$ cat src/rtl/iac_pkg.sv
// Package for the interconnect access checker and flash decoder.
// Assumes one system clock; all users refer to names as iac_pkg::name.
package iac_pkg;

  typedef enum logic [2:0] {
    IAC_M_CPU, IAC_M_DMA, IAC_M_POM, IAC_M_DMM, IAC_M_DBG, IAC_M_TTA, IAC_M_TTB, IAC_M_NONE
  } iac_master_t;

  typedef enum logic [2:0] {
    IAC_S_FLASH2, IAC_S_PROG, IAC_S_CRC, IAC_S_EXTMEM, IAC_S_PERIPH, IAC_S_NONE
  } iac_slave_t;

  typedef enum logic [1:0] {
    IAC_B_NONE, IAC_B_BANK0, IAC_B_BANK1, IAC_B_EEPROM
  } iac_bank_t;

  // Master identifier of the CPU used by the power manager write filter
  localparam logic [3:0] IAC_CPU_MASTER_ID = 4'h1;
  localparam int IAC_FLASH_DATA_W = 144;

  // Flash layout
  localparam logic [31:0] IAC_B0_SMALL_END = 32'h0001_ffff;
  localparam logic [31:0] IAC_B0_END       = 32'h0017_ffff;
  localparam logic [31:0] IAC_B1_BASE      = 32'h0018_0000;
  localparam logic [31:0] IAC_B1_END       = 32'h002f_ffff;
  localparam logic [31:0] IAC_EE_BASE      = 32'hf020_0000;
  localparam logic [31:0] IAC_EE_END       = 32'hf020_ffff;
  localparam int IAC_SMALL_SHIFT = 15;
  localparam int IAC_LARGE_SHIFT = 17;
  localparam int IAC_EE_SHIFT    = 14;
  localparam logic [3:0] IAC_B0_LARGE_FIRST = 4'h4;
  localparam int IAC_MAX_SECTORS = 16;

  // Power manager register frame
  localparam logic [31:0] IAC_PDM_BASE = 32'hffff_0000;
  localparam logic [31:0] IAC_PDM_END  = 32'hffff_01ff;

  typedef struct packed {
    logic        valid;
    logic        write;
    logic        fetch;
    logic [3:0]  master_id;
    logic [31:0] addr;
    iac_slave_t  slave;
    logic        domain_off;
  } iac_req_t;

  typedef struct packed {
    logic        fwd;
    logic        err;
    iac_master_t master;
    iac_bank_t   bank;
    logic [3:0]  sector;
  } iac_resp_t;

endpackage : iac_pkg

$ cat src/rtl/iac_access_control.sv
// Access checker for the main switch fabric with flash bank and sector decode.
// Assumes the fabric delivers one request per cycle with slave group and power state.
//
// What this block does
// - grant only pairings the permission matrix allows
// - refuse CPU writes to flash secondary interface
// - CPU reads permitted to all groups
// - debug master reaches every slave group
// - timer transfer units refused at flash secondary
// - power manager writes only from CPU
// - others may still read power manager
// - debug mode bypasses power manager id check
// - powered-off target gets a bus error
// - bank zero sectors 0-3 are 32KB
// - bank zero sectors 4-14 are 128KB
// - bank one has twelve 128KB sectors
// - emulation bank has four 16KB sectors
// - flash banks carry 144-bit data with ECC
// - emulation bank programs during bank 0/1 fetch
// - no instruction fetch from emulation bank
// - banks hold one to sixteen sectors
`timescale 1ns/1ns
`default_nettype none
module iac_access_control #(
  parameter int FLASH_W = iac_pkg::IAC_FLASH_DATA_W
) (
  input  wire logic                clk,
  input  wire logic                rst_n,
  input  wire iac_pkg::iac_req_t   req,
  input  wire logic                debug_mode,
  input  wire logic                ee_program,
  input  wire logic [FLASH_W-1:0]  flash_wdata,
  output var  iac_pkg::iac_resp_t  resp,
  output var  logic                ee_program_go,
  output var  logic [FLASH_W-1:0]  flash_data
);

  iac_pkg::iac_master_t master;
  logic                 matrix_ok;
  logic                 pdm_hit;
  logic                 pdm_ok;
  logic                 fetch_ok;
  iac_pkg::iac_bank_t   next_bank;
  logic [3:0]           next_sector;
  logic                 next_fwd;
  logic                 next_err;

  // Debug mode comes from another clock domain, so it is synchronised
  logic dbg_meta;
  logic dbg_sync;

  always_ff @(posedge clk)
  begin
    if (!rst_n)
    begin
      dbg_meta <= 1'b0;
      dbg_sync <= 1'b0;
    end
    else
    begin
      dbg_meta <= debug_mode;
      dbg_sync <= dbg_meta;
    end
  end

  always_comb
  begin
    case (req.master_id)
      4'h1:    master = iac_pkg::IAC_M_CPU;
      4'h2:    master = iac_pkg::IAC_M_DMA;
      4'h3:    master = iac_pkg::IAC_M_POM;
      4'h4:    master = iac_pkg::IAC_M_DMM;
      4'h5:    master = iac_pkg::IAC_M_DBG;
      4'h6:    master = iac_pkg::IAC_M_TTA;
      4'h7:    master = iac_pkg::IAC_M_TTB;
      default: master = iac_pkg::IAC_M_NONE;
    endcase
  end

  // Permission matrix; refusals are CPU writes and timer units at flash secondary, unknown masters and requests without a slave group
  always_comb
  begin
    matrix_ok = 1'b1;
    if (req.slave == iac_pkg::IAC_S_NONE || master == iac_pkg::IAC_M_NONE)
      matrix_ok = 1'b0;
    else if (req.slave == iac_pkg::IAC_S_FLASH2)
    begin
      case (master)
        iac_pkg::IAC_M_CPU: matrix_ok = !req.write;
        iac_pkg::IAC_M_TTA: matrix_ok = 1'b0;
        iac_pkg::IAC_M_TTB: matrix_ok = 1'b0;
        default:            matrix_ok = 1'b1;
      endcase
    end
  end

  assign pdm_hit = req.addr >= iac_pkg::IAC_PDM_BASE && req.addr <= iac_pkg::IAC_PDM_END;
  // Reads pass; writes need the CPU id unless a debugger holds the device
  assign pdm_ok = !pdm_hit || !req.write
                  || req.master_id == iac_pkg::IAC_CPU_MASTER_ID
                  || dbg_sync;

  // Flash decode
  always_comb
  begin
    next_bank   = iac_pkg::IAC_B_NONE;
    next_sector = 4'h0;
    if (req.addr <= iac_pkg::IAC_B0_SMALL_END)
    begin
      next_bank   = iac_pkg::IAC_B_BANK0;
      next_sector = {2'b00, req.addr[iac_pkg::IAC_SMALL_SHIFT +: 2]};
    end
    else if (req.addr <= iac_pkg::IAC_B0_END)
    begin
      next_bank   = iac_pkg::IAC_B_BANK0;
      next_sector = 4'(req.addr[iac_pkg::IAC_LARGE_SHIFT +: 4] + 4'h3);
    end
    else if (req.addr <= iac_pkg::IAC_B1_END)
    begin
      next_bank   = iac_pkg::IAC_B_BANK1;
      next_sector = 4'((req.addr - iac_pkg::IAC_B1_BASE) >> iac_pkg::IAC_LARGE_SHIFT);
    end
    else if (req.addr >= iac_pkg::IAC_EE_BASE && req.addr <= iac_pkg::IAC_EE_END)
    begin
      next_bank   = iac_pkg::IAC_B_EEPROM;
      next_sector = {2'b00, req.addr[iac_pkg::IAC_EE_SHIFT +: 2]};
    end
  end

  assign fetch_ok = !(req.fetch && next_bank == iac_pkg::IAC_B_EEPROM);

  always_comb
  begin
    next_fwd = 1'b0;
    next_err = 1'b0;
    if (req.valid)
    begin
      if (req.domain_off)
        next_err = 1'b1;
      else if (matrix_ok && pdm_ok && fetch_ok)
        next_fwd = 1'b1;
      else
        next_err = 1'b1;
    end
  end

  always_ff @(posedge clk)
  begin
    if (!rst_n)
    begin
      resp.fwd    <= 1'b0;
      resp.err    <= 1'b0;
      resp.master <= iac_pkg::IAC_M_NONE;
      resp.bank   <= iac_pkg::IAC_B_NONE;
      resp.sector <= 4'h0;
    end
    else
    begin
      resp.fwd    <= next_fwd;
      resp.err    <= next_err;
      resp.master <= master;
      resp.bank   <= next_bank;
      resp.sector <= next_sector;
    end
  end

  // Emulation bank programming is independent of fetch traffic on banks 0/1
  always_ff @(posedge clk)
  begin
    if (!rst_n)
      ee_program_go <= 1'b0;
    else
      ee_program_go <= ee_program;
  end

  always_ff @(posedge clk)
  begin
    if (!rst_n)
      flash_data <= '0;
    else
      flash_data <= flash_wdata;
  end

  tt_flash2_a: assert property (@(posedge clk) disable iff (!rst_n)
    (req.valid && !req.domain_off && req.slave == iac_pkg::IAC_S_FLASH2
     && (req.master_id == 4'h6 || req.master_id == 4'h7)) |=> resp.err && !resp.fwd)
    else $error("timer unit reached flash secondary");

  cpu_wr_flash2_a: assert property (@(posedge clk) disable iff (!rst_n)
    (req.valid && req.write && req.master_id == 4'h1 && req.slave == iac_pkg::IAC_S_FLASH2)
    |=> !resp.fwd)
    else $error("cpu write to flash secondary forwarded");

  cpu_read_a: assert property (@(posedge clk) disable iff (!rst_n)
    (req.valid && !req.write && !req.fetch && !req.domain_off && req.master_id == 4'h1
     && req.slave != iac_pkg::IAC_S_NONE) |=> resp.fwd)
    else $error("cpu read refused");

  dbg_access_a: assert property (@(posedge clk) disable iff (!rst_n)
    (req.valid && !req.fetch && !req.domain_off && req.master_id == 4'h5
     && req.slave != iac_pkg::IAC_S_NONE && !(req.write && pdm_hit && !dbg_sync))
    |=> resp.fwd)
    else $error("debug master refused");

  pdm_write_a: assert property (@(posedge clk) disable iff (!rst_n)
    (req.valid && req.write && pdm_hit && req.master_id != 4'h1 && !dbg_sync)
    |=> resp.err)
    else $error("power manager write from non cpu passed");

  dom_off_a: assert property (@(posedge clk) disable iff (!rst_n)
    req.valid && req.domain_off |=> resp.err && !resp.fwd)
    else $error("powered off target not errored");

  resp_excl_a: assert property (@(posedge clk) disable iff (!rst_n)
    !(resp.fwd && resp.err) && (resp.fwd || resp.err) == $past(req.valid && rst_n))
    else $error("response not exactly one of forward or error");

  ee_fetch_a: assert property (@(posedge clk) disable iff (!rst_n)
    (req.valid && req.fetch && req.addr >= iac_pkg::IAC_EE_BASE
     && req.addr <= iac_pkg::IAC_EE_END) |=> resp.err && resp.bank == iac_pkg::IAC_B_EEPROM)
    else $error("fetch from emulation bank allowed");

  b0_sector_a: assert property (@(posedge clk) disable iff (!rst_n)
    (req.addr == 32'h0002_0000) |=> resp.bank == iac_pkg::IAC_B_BANK0 && resp.sector == 4'h4)
    else $error("bank zero sector four misdecoded");

  b1_sector_a: assert property (@(posedge clk) disable iff (!rst_n)
    (req.addr == 32'h002f_ffff) |=> resp.bank == iac_pkg::IAC_B_BANK1 && resp.sector == 4'hb)
    else $error("bank one last sector misdecoded");

  unk_master_a: assert property (@(posedge clk) disable iff (!rst_n)
    (req.valid && master == iac_pkg::IAC_M_NONE) |=> resp.err && !resp.fwd)
    else $error("unknown master forwarded");

  slave_none_a: assert property (@(posedge clk) disable iff (!rst_n)
    (req.valid && req.slave == iac_pkg::IAC_S_NONE) |=> resp.err && !resp.fwd)
    else $error("request without slave group forwarded");

  cpu_wr_other_a: assert property (@(posedge clk) disable iff (!rst_n)
    (req.valid && req.write && !req.fetch && !req.domain_off && req.master_id == 4'h1
     && req.slave != iac_pkg::IAC_S_FLASH2 && req.slave != iac_pkg::IAC_S_NONE)
    |=> resp.fwd)
    else $error("cpu write to open slave refused");

  user_masters_a: assert property (@(posedge clk) disable iff (!rst_n)
    (req.valid && !req.fetch && !req.domain_off
     && (req.master_id == 4'h2 || req.master_id == 4'h3 || req.master_id == 4'h4)
     && req.slave != iac_pkg::IAC_S_NONE && !(req.write && pdm_hit && !dbg_sync))
    |=> resp.fwd)
    else $error("user mode master refused");

  tt_other_a: assert property (@(posedge clk) disable iff (!rst_n)
    (req.valid && !req.fetch && !req.domain_off
     && (req.master_id == 4'h6 || req.master_id == 4'h7)
     && req.slave != iac_pkg::IAC_S_FLASH2 && req.slave != iac_pkg::IAC_S_NONE
     && !(req.write && pdm_hit && !dbg_sync)) |=> resp.fwd)
    else $error("timer unit refused at open slave");

  pdm_read_a: assert property (@(posedge clk) disable iff (!rst_n)
    (req.valid && !req.write && !req.fetch && !req.domain_off && pdm_hit
     && master != iac_pkg::IAC_M_NONE && req.slave == iac_pkg::IAC_S_PERIPH)
    |=> resp.fwd)
    else $error("power manager read refused");

  dbg_bypass_a: assert property (@(posedge clk) disable iff (!rst_n)
    (req.valid && req.write && !req.fetch && !req.domain_off && pdm_hit && dbg_sync
     && master != iac_pkg::IAC_M_NONE && req.slave == iac_pkg::IAC_S_PERIPH)
    |=> resp.fwd)
    else $error("power manager write refused in debug mode");

  b0_first_a: assert property (@(posedge clk) disable iff (!rst_n)
    (req.addr == 32'h0000_0000) |=> resp.bank == iac_pkg::IAC_B_BANK0 && resp.sector == 4'h0)
    else $error("bank zero sector zero misdecoded");

  b0_small_a: assert property (@(posedge clk) disable iff (!rst_n)
    (req.addr == 32'h0001_8000) |=> resp.bank == iac_pkg::IAC_B_BANK0 && resp.sector == 4'h3)
    else $error("bank zero sector three misdecoded");

  b1_first_a: assert property (@(posedge clk) disable iff (!rst_n)
    (req.addr == 32'h0018_0000) |=> resp.bank == iac_pkg::IAC_B_BANK1 && resp.sector == 4'h0)
    else $error("bank one first sector misdecoded");

  ee_sector_a: assert property (@(posedge clk) disable iff (!rst_n)
    (req.addr == 32'hf020_c000) |=> resp.bank == iac_pkg::IAC_B_EEPROM && resp.sector == 4'h3)
    else $error("emulation bank last sector misdecoded");

  flash_path_a: assert property (@(posedge clk) disable iff (!rst_n)
    $past(rst_n) |-> flash_data == $past(flash_wdata))
    else $error("flash data word not carried whole");

  ee_prog_a: assert property (@(posedge clk) disable iff (!rst_n)
    $past(rst_n) |-> ee_program_go == $past(ee_program))
    else $error("emulation bank program request lost");

  fetch_b01_a: assert property (@(posedge clk) disable iff (!rst_n)
    (req.valid && req.fetch && !req.write && !req.domain_off && req.master_id == 4'h1
     && req.slave == iac_pkg::IAC_S_PROG && req.addr <= iac_pkg::IAC_B1_END)
    |=> resp.fwd)
    else $error("fetch from bank zero or one refused");

  idle_quiet_a: assert property (@(posedge clk) disable iff (!rst_n)
    !req.valid |=> !resp.fwd && !resp.err)
    else $error("answer without a request");

endmodule : iac_access_control
`default_nettype wire

$ cat config.mk
export PLATFORM = sky130hd
export DESIGN_NAME = iac_access_control
export DESIGN_NICKNAME = d
export VERILOG_FILES = /design/src/rtl/iac_pkg.sv /design/src/rtl/iac_access_control.sv
export SDC_FILE = /design/constraint.sdc
export NUM_CORES = 1
export LEC_CHECK = 0
export BUFFER_PORTS_ARGS = -buffer_cell sky130_fd_sc_hd__buf_2
export CORE_AREA = 4 4 134 136
export CTS_CLUSTER_SIZE = 30
export DETAILED_ROUTE_END_ITERATION = 12
export DIE_AREA = 0 0 138 140
export PLACE_DENSITY = 0.59
export RECOVER_POWER = 25
export SLEW_MARGIN = 20
export SYNTH_ARGS = -nofsm -noshare
export SYNTH_HDL_FRONTEND = slang
export SYNTH_SLANG_ARGS = --single-unit
export TNS_END_PERCENT = 50
$ cat constraint.sdc
create_clock -name clk -period 2 [get_ports clk]
set_clock_uncertainty 0.2 [all_clocks]
set_input_delay 0.4 -clock clk [delete_from_list [all_inputs] [get_ports clk]]
set_output_delay 0.4 -clock clk [all_outputs]
set_load 0.02 [all_outputs]
**Word level (Yosys, flattened, before mapping)**

Index checks and enable logic that the tools add are counted.

- Add/subtract/negate cells: 2
- Order comparisons: 7
- Equality and inequality tests: 12
- Muxes and demuxes: 15
- Bitwise logic cells: 2
- Reduce and logical (&&, ||, !) cells: 18

Operator list:

| operator | number |
|---|---|
| $ge A32 B32 Y1 const B | 2 |
| $le A32 B32 Y1 const B | 2 |
| $le A32 B17 Y1 const B | 1 |
| $le A32 B21 Y1 const B | 1 |
| $le A32 B22 Y1 const B | 1 |
| $pmux W3 S7 | 1 |
| $sub A21 B21 Y21 const B | 1 |
| $eq A4 B3 Y1 const B | 4 |
| $eq A3 B3 Y1 const B | 4 |
| $mux W2 | 6 |
| $eq A4 B2 Y1 const B | 2 |
| $mux W4 | 2 |
| $logic_not A3 Y1 | 2 |
| $logic_and A1 B1 Y1 | 5 |
| $mux W1 | 5 |
| $add A4 B2 Y4 const B | 1 |
| $eq A4 B1 Y1 const B | 1 |
| $logic_or A1 B1 Y1 | 4 |
| $reduce_or A2 Y1 | 2 |
| $logic_not A1 Y1 | 3 |
| $reduce_or A3 Y1 | 1 |
| $eq A2 B2 Y1 const B | 1 |
| $not A1 Y1 | 2 |
| $pmux W1 S2 | 1 |
| $reduce_and A2 Y1 | 1 |

- Bits in registers: 158
- Input bits: 191
- Output and inout port bits: 156
- Word-level logic and storage cells: 66

**Longest topological paths before layout**

- Depth in word-level cells: 12
- Mapped depth: 5
- Mapped depth without buffers: 5

**Worst setup path after synthesis**

Ideal clock, no wire load.

- Path kind: input -> register
- Start point: input req[30] (netlist name)
- End point: register resp[1] (netlist name)
- Setup time: 0.095 ns
- Arrival time: 1.606 ns
- Required time: 1.705 ns
- Slack: 0.098 ns
- Stages on the path: 4
- Buffers on the path: 0
- Path through: or4_4 -> nor4_4 -> o211ai_1 -> a221oi_1

- Word-level cells in the longest chain between the ends: 6
- Elaborated cells between the ends (all ways): 10
- Classes of those cells: order compare: 5; mux: 4; reduce/logical: 1

RTL lines:

| element | line | text |
|---|---|---|
| start, declared | iac_access_control.sv:29 | `input wire iac_pkg::iac_req_t req,` |
| $ge A32 B32 Y1 or $le A32 B32 Y1 (tied branches) | iac_access_control.sv:123 | `else if (req.addr >= iac_pkg::IAC_EE_BASE && req.addr <= iac_pkg::IAC_EE_END)` |
| $logic_and A1 B1 Y1 | iac_access_control.sv:123 |  |
| $mux W2 | iac_access_control.sv:123 |  |
| $mux W4 | iac_access_control.sv:118 | `else if (req.addr <= iac_pkg::IAC_B1_END)` |
| $mux W4 | iac_access_control.sv:113 | `else if (req.addr <= iac_pkg::IAC_B0_END)` |
| $mux W2 (*) | iac_access_control.sv:108 | `if (req.addr <= iac_pkg::IAC_B0_SMALL_END)` |
| end, declared | iac_access_control.sv:33 | `output var iac_pkg::iac_resp_t resp,` |

Mark *: on every way between the ends. The rest lies on a longest branch, timed or not.
A chain may end at the register's enable or synchronous reset.

**Final worst setup path**

- Start point: input req[36] (netlist name)
- End point: register resp[9] (netlist name)

- Word-level cells in the longest chain between the ends: 11
- Elaborated cells between the ends (all ways): 23
- Classes of those cells: eq/ne: 10; mux: 6; reduce/logical: 7

RTL lines:

| element | line | text |
|---|---|---|
| $eq A4 B3 Y1 (tied with other cells) | iac_access_control.sv:68 | `case (req.master_id)` |
| $pmux W3 S7 | iac_access_control.sv:68 |  |
| $eq A3 B3 Y1 | iac_access_control.sv:88 | `case (master)` |
| $reduce_or A2 Y1 (no source line) | - |  |
| $pmux W1 S2 | iac_access_control.sv:88 |  |
| $mux W1 | iac_access_control.sv:86 | `else if (req.slave == iac_pkg::IAC_S_FLASH2)` |
| $mux W1 | iac_access_control.sv:84 | `if (req.slave == iac_pkg::IAC_S_NONE \|\| master == iac_pkg::IAC_M_NONE)` |
| $logic_and A1 B1 Y1 (*) (2 in a row) | iac_access_control.sv:140 | `else if (matrix_ok && pdm_ok && fetch_ok)` |
| $mux W1 (*) | iac_access_control.sv:140 |  |
| $mux W1 (*) | iac_access_control.sv:138 | `if (req.domain_off)` |

Marks and branches as above.

==> results summary <==
The number of ports placed on the die boundary is 347. The area fraction in compound gates after synthesis came out at 0.0328. The total of warnings raised by yosys came out at 0. The fraction of synthesized cell area taken by the top area cell type is 0.679.

The depth of the worst hold-timing path came out at 2. The insertion delay of the later-clocked pin in the worst-skew pair came out at 0.41 ns. After detailed routing, the number of vias per cell comes to 4.02.

The synthesized area is 4660 um^2. STA puts the critical path data required time at 2.10 ns. Setup repair after global routing left no endpoint under its margin. The post-route standard cell area excluding fillers is 8640 um^2. The normalized max-slew margin is 0.549. The number of cells after detailed placement came out at 956. In this run the critical register-to-register path is captured at resp[9]$_SDFF_PN0_. The largest family of logic cells by synthesized area is simple AND/OR/NAND/NOR gates. The die outline width came out at 138 um. The total DRC errors in the routed layout came out at 0.

The root cell of the clock tree is sky130_fd_sc_hd__clkbuf_16. The share of final-layout standard cells stronger than drive strength 1 is 0.426. The xor-xnor portion of the synthesized cell area is 0.00188. The number of filler instances in the final layout is 1,545. The worst hold endpoint is flash_data[95]$_SDFF_PN0_.

The type of destination of the critical path is a register. Of the total synthesized cell area, the portion taken by AND, OR, NAND and NOR gates is 0.263. The first detailed-routing pass ran for 4 iterations.

The clock-pin slew of the registers on the worst-case setup and hold paths came out at 0.06 ns. Ranked by total cell area, the synthesized netlist is headed by sky130_fd_sc_hd__dfxtp_1, sky130_fd_sc_hd__and2_1, sky130_fd_sc_hd__clkbuf_1, sky130_fd_sc_hd__nand2_1, sky130_fd_sc_hd__nor4_4. The worst setup path is launched from a primary input. The total count of hold-check failures in the final report is 0. Averaged over all synthesized cells, the footprint is 11.6 um^2. Across the run, the number of max-cap violations was 0. The area share of fa/ha/maj cells after synthesis is 0.00269.

OpenSTA, run right after detailed placement, puts the worst setup slack at -0.0861 ns. The worst setup path is of the primary input to register kind. The depth of the worst register-to-register path is 3. The number of buffers inserted during clock tree synthesis is 17. The number of nets in the finished design came out at 1,083. The wire length on met2 came out at 7.68 mm.

The effective utilization at floorplan is 0.275. The met3 layer wire length in the routed design is 1.40 mm. The post-DP HPWL is 10.5 mm.

At the end of routability-driven placement, the weighted congestion stood at 0.824. The count of endpoints failing setup in the final report came out at 0. The highest metal layer used by the detailed router is met4.

The repair_antennas step left the layout with diodes totalling 0. The maximum number of buffers from clock root to sink is 2. The maximum resistive drop on vdd is 0.534 mV. The worst hold path belongs to the class primary input to register. The origin of the worst min-delay path is flash_wdata[95]. In this run the remaining antenna-violating nets after routing total 0. The largest net degree at the start of global routing came out at 69. At the worst endpoint, the arrival time is 2.01 ns. The leading register cell type out of synthesis is sky130_fd_sc_hd__dfxtp_1. The wire length on met1 came out at 6.11 mm. The run finished with clean final reports. The maximum fanout encountered on the critical timing path came out at 5. The post-synthesis cell type count is 36. By instance count, the leading cell after synthesis is sky130_fd_sc_hd__dfxtp_1. The remaining global-route overflow came out at 0. The number of enable flip-flop cells after synthesis is 0. The shortest clock period the worst path allows after layout came out at 1.91 ns.

For flop-to-flop paths, the worst setup slack is 0.76 ns. The count of input and output buffers came out at 337. The via count of the first global-routing pass came out at 4,885.

The flip-flop and latch count after synthesis is 158. The number of antenna violations at the first check in global routing is 0. For this block, the initial DRC count from the detailed router was 145.

The global-route wire length before repair is 25.0 mm. The routed wire length per instance is 13.8 um. The biggest area contributor in the post-synthesis netlist is sky130_fd_sc_hd__dfxtp_1. The total area inside the core boundary comes to 16,900 um^2.

The overall die height is 140 um. The floorplan die area is 19,300 um^2. The share of the cycle needed by the critical path after routing came out at 0.953.

The CTS tree is built. The net count after synthesis is 595. The total detailed-routing wirelength came out at 15.5 mm. The fraction of synthesized area in multiplexers is 0. The via total after detailed routing came out at 4,534. The sink count of the clock tree came out at 158. The all-layer global routing usage is 0.160. The commonest cells after synthesis are sky130_fd_sc_hd__dfxtp_1, sky130_fd_sc_hd__and2_1, sky130_fd_sc_hd__clkbuf_1, sky130_fd_sc_hd__nand2_1, sky130_fd_sc_hd__nor2_1.

In this run the critical register-to-register path is launched from dbg_sync$_SDFF_PN0_. At the pin with the least slew margin, the transition time is 0.676 ns. Timing would allow up to 525 MHz. The number of instances in the synthesized netlist is 403. The relative area change from synthesis to final layout is 85.4%. The final standard cell count with taps included and fillers excluded is 1,129.

The placed standard-cell area came out at 6650 um^2. The final setup slack of the worst path is 0.0939 ns. The count of final max-slew check failures was 0. The leakage power figure came out at 0.00424 uW. In this run the core area contains 48 standard-cell rows. At the end of the flow the core is filled with cells to 0.510.

The share of synthesized flip-flops with an asynchronous set or reset came out at 0. The total power density per cell area is 872 nW/um^2. The number of H-tree levels is 4. For this run, the register share of the synthesized area comes to 0.679.
## per-layer routing
metal  vias to the layer above  GRT usage
li1                       2268          -
met1                      2016      0.176
met2                       226      0.275
met3                        24     0.0649
met4                         0     0.0660
met5                         -          0
## cells in the final DEF, fill, tap and decap left out, types with 6 or more instances in the layout
cell,instances
sky130_fd_sc_hd__a21oi_1,6
sky130_fd_sc_hd__and2_0,13
sky130_fd_sc_hd__and2_1,134
sky130_fd_sc_hd__buf_2,336
sky130_fd_sc_hd__buf_4,9
sky130_fd_sc_hd__clkbuf_16,17
sky130_fd_sc_hd__dfxtp_1,158
sky130_fd_sc_hd__dlygate4sd3_1,141
sky130_fd_sc_hd__nand2_1,13
sky130_fd_sc_hd__nor2_1,7
## power by group
group	leakage [uW]	internal [uW]	switching, uW	total, uW
Combinational	0.00264	510	479	988
Clock	0.000289	1890	1300	3200
Sequential	0.00131	3310	35.4	3340
## metrics by stage
| step | hold WS, ns | TNS (ns) | total power [uW] |
|---|---|---|---|
| 4_1_cts | 0.000280 | 0 | 7660 |
| 3_3_place_gp | 0.228 | -0.104 | 4180 |
| 2_1_floorplan | 0.212 | 0 | 3790 |
| 6_report | 0.0225 | 0 | 7530 |
| 5_1_grt | 0.0126 | 0 | 7870 |
| 3_5_place_dp | 0.241 | -0.169 | 4190 |
## cells by family after synthesis
| logic type | count (synthesis) |
|---|---|
| simple gates | 196 |
| flops | 158 |
| buf+inv | 25 |
| compound gates | 22 |
| xor+xnor | 1 |
| fa+ha+maj | 1 |
## cell type report
cell class              instances  area (um^2)  share of cell area
repair buffers                489         3180               0.368
well taps                     225          282              0.0326
clock inverters                10          103              0.0119
inverters                       5         18.8             0.00217
flip-flops and latches        158         3160               0.366
multi-input cells             220         1400               0.162
clock buffers                  22          494              0.0572
## sequential cells by signal, summed over array words and instances (netlist names)
register,count
flash_data,144
resp,11
ee_program_go,1
dbg_sync,1
dbg_meta,1
## worst max-delay path by stage
stage	start	end	slack (ns)	depth (start not counted)
floorplan	req[30]	resp[1]$_SDFF_PN0_	0.1	4
global placement	req[30]	resp[1]$_SDFF_PN0_	-0.05	5
detailed placement	req[30]	resp[1]$_SDFF_PN0_	-0.09	5
CTS	req[36]	resp[9]$_SDFF_PN0_	0.11	6
global route	req[36]	resp[9]$_SDFF_PN0_	0.02	6
finish	req[36]	resp[9]$_SDFF_PN0_	0.09	6
## timing repair
action | CTS | global route
buffers inserted | 0 | 0
setup endpoints to repair | 0 | 0
hold buffers | 141 | 0
endpoints found under the hold margin | 141 | 0
resized for setup | 0 | 0
## critical path, stage by stage
cell and delay [ns]:
sky130_fd_sc_hd__dlygate4sd3_1 0.52, sky130_fd_sc_hd__buf_2 0.15, sky130_fd_sc_hd__nor4b_1 0.31, sky130_fd_sc_hd__nor4_1 0.08
sky130_fd_sc_hd__and4_1 0.22, sky130_fd_sc_hd__o311a_1 0.32
No activity file was read; power rests on OpenSTA's default activity.
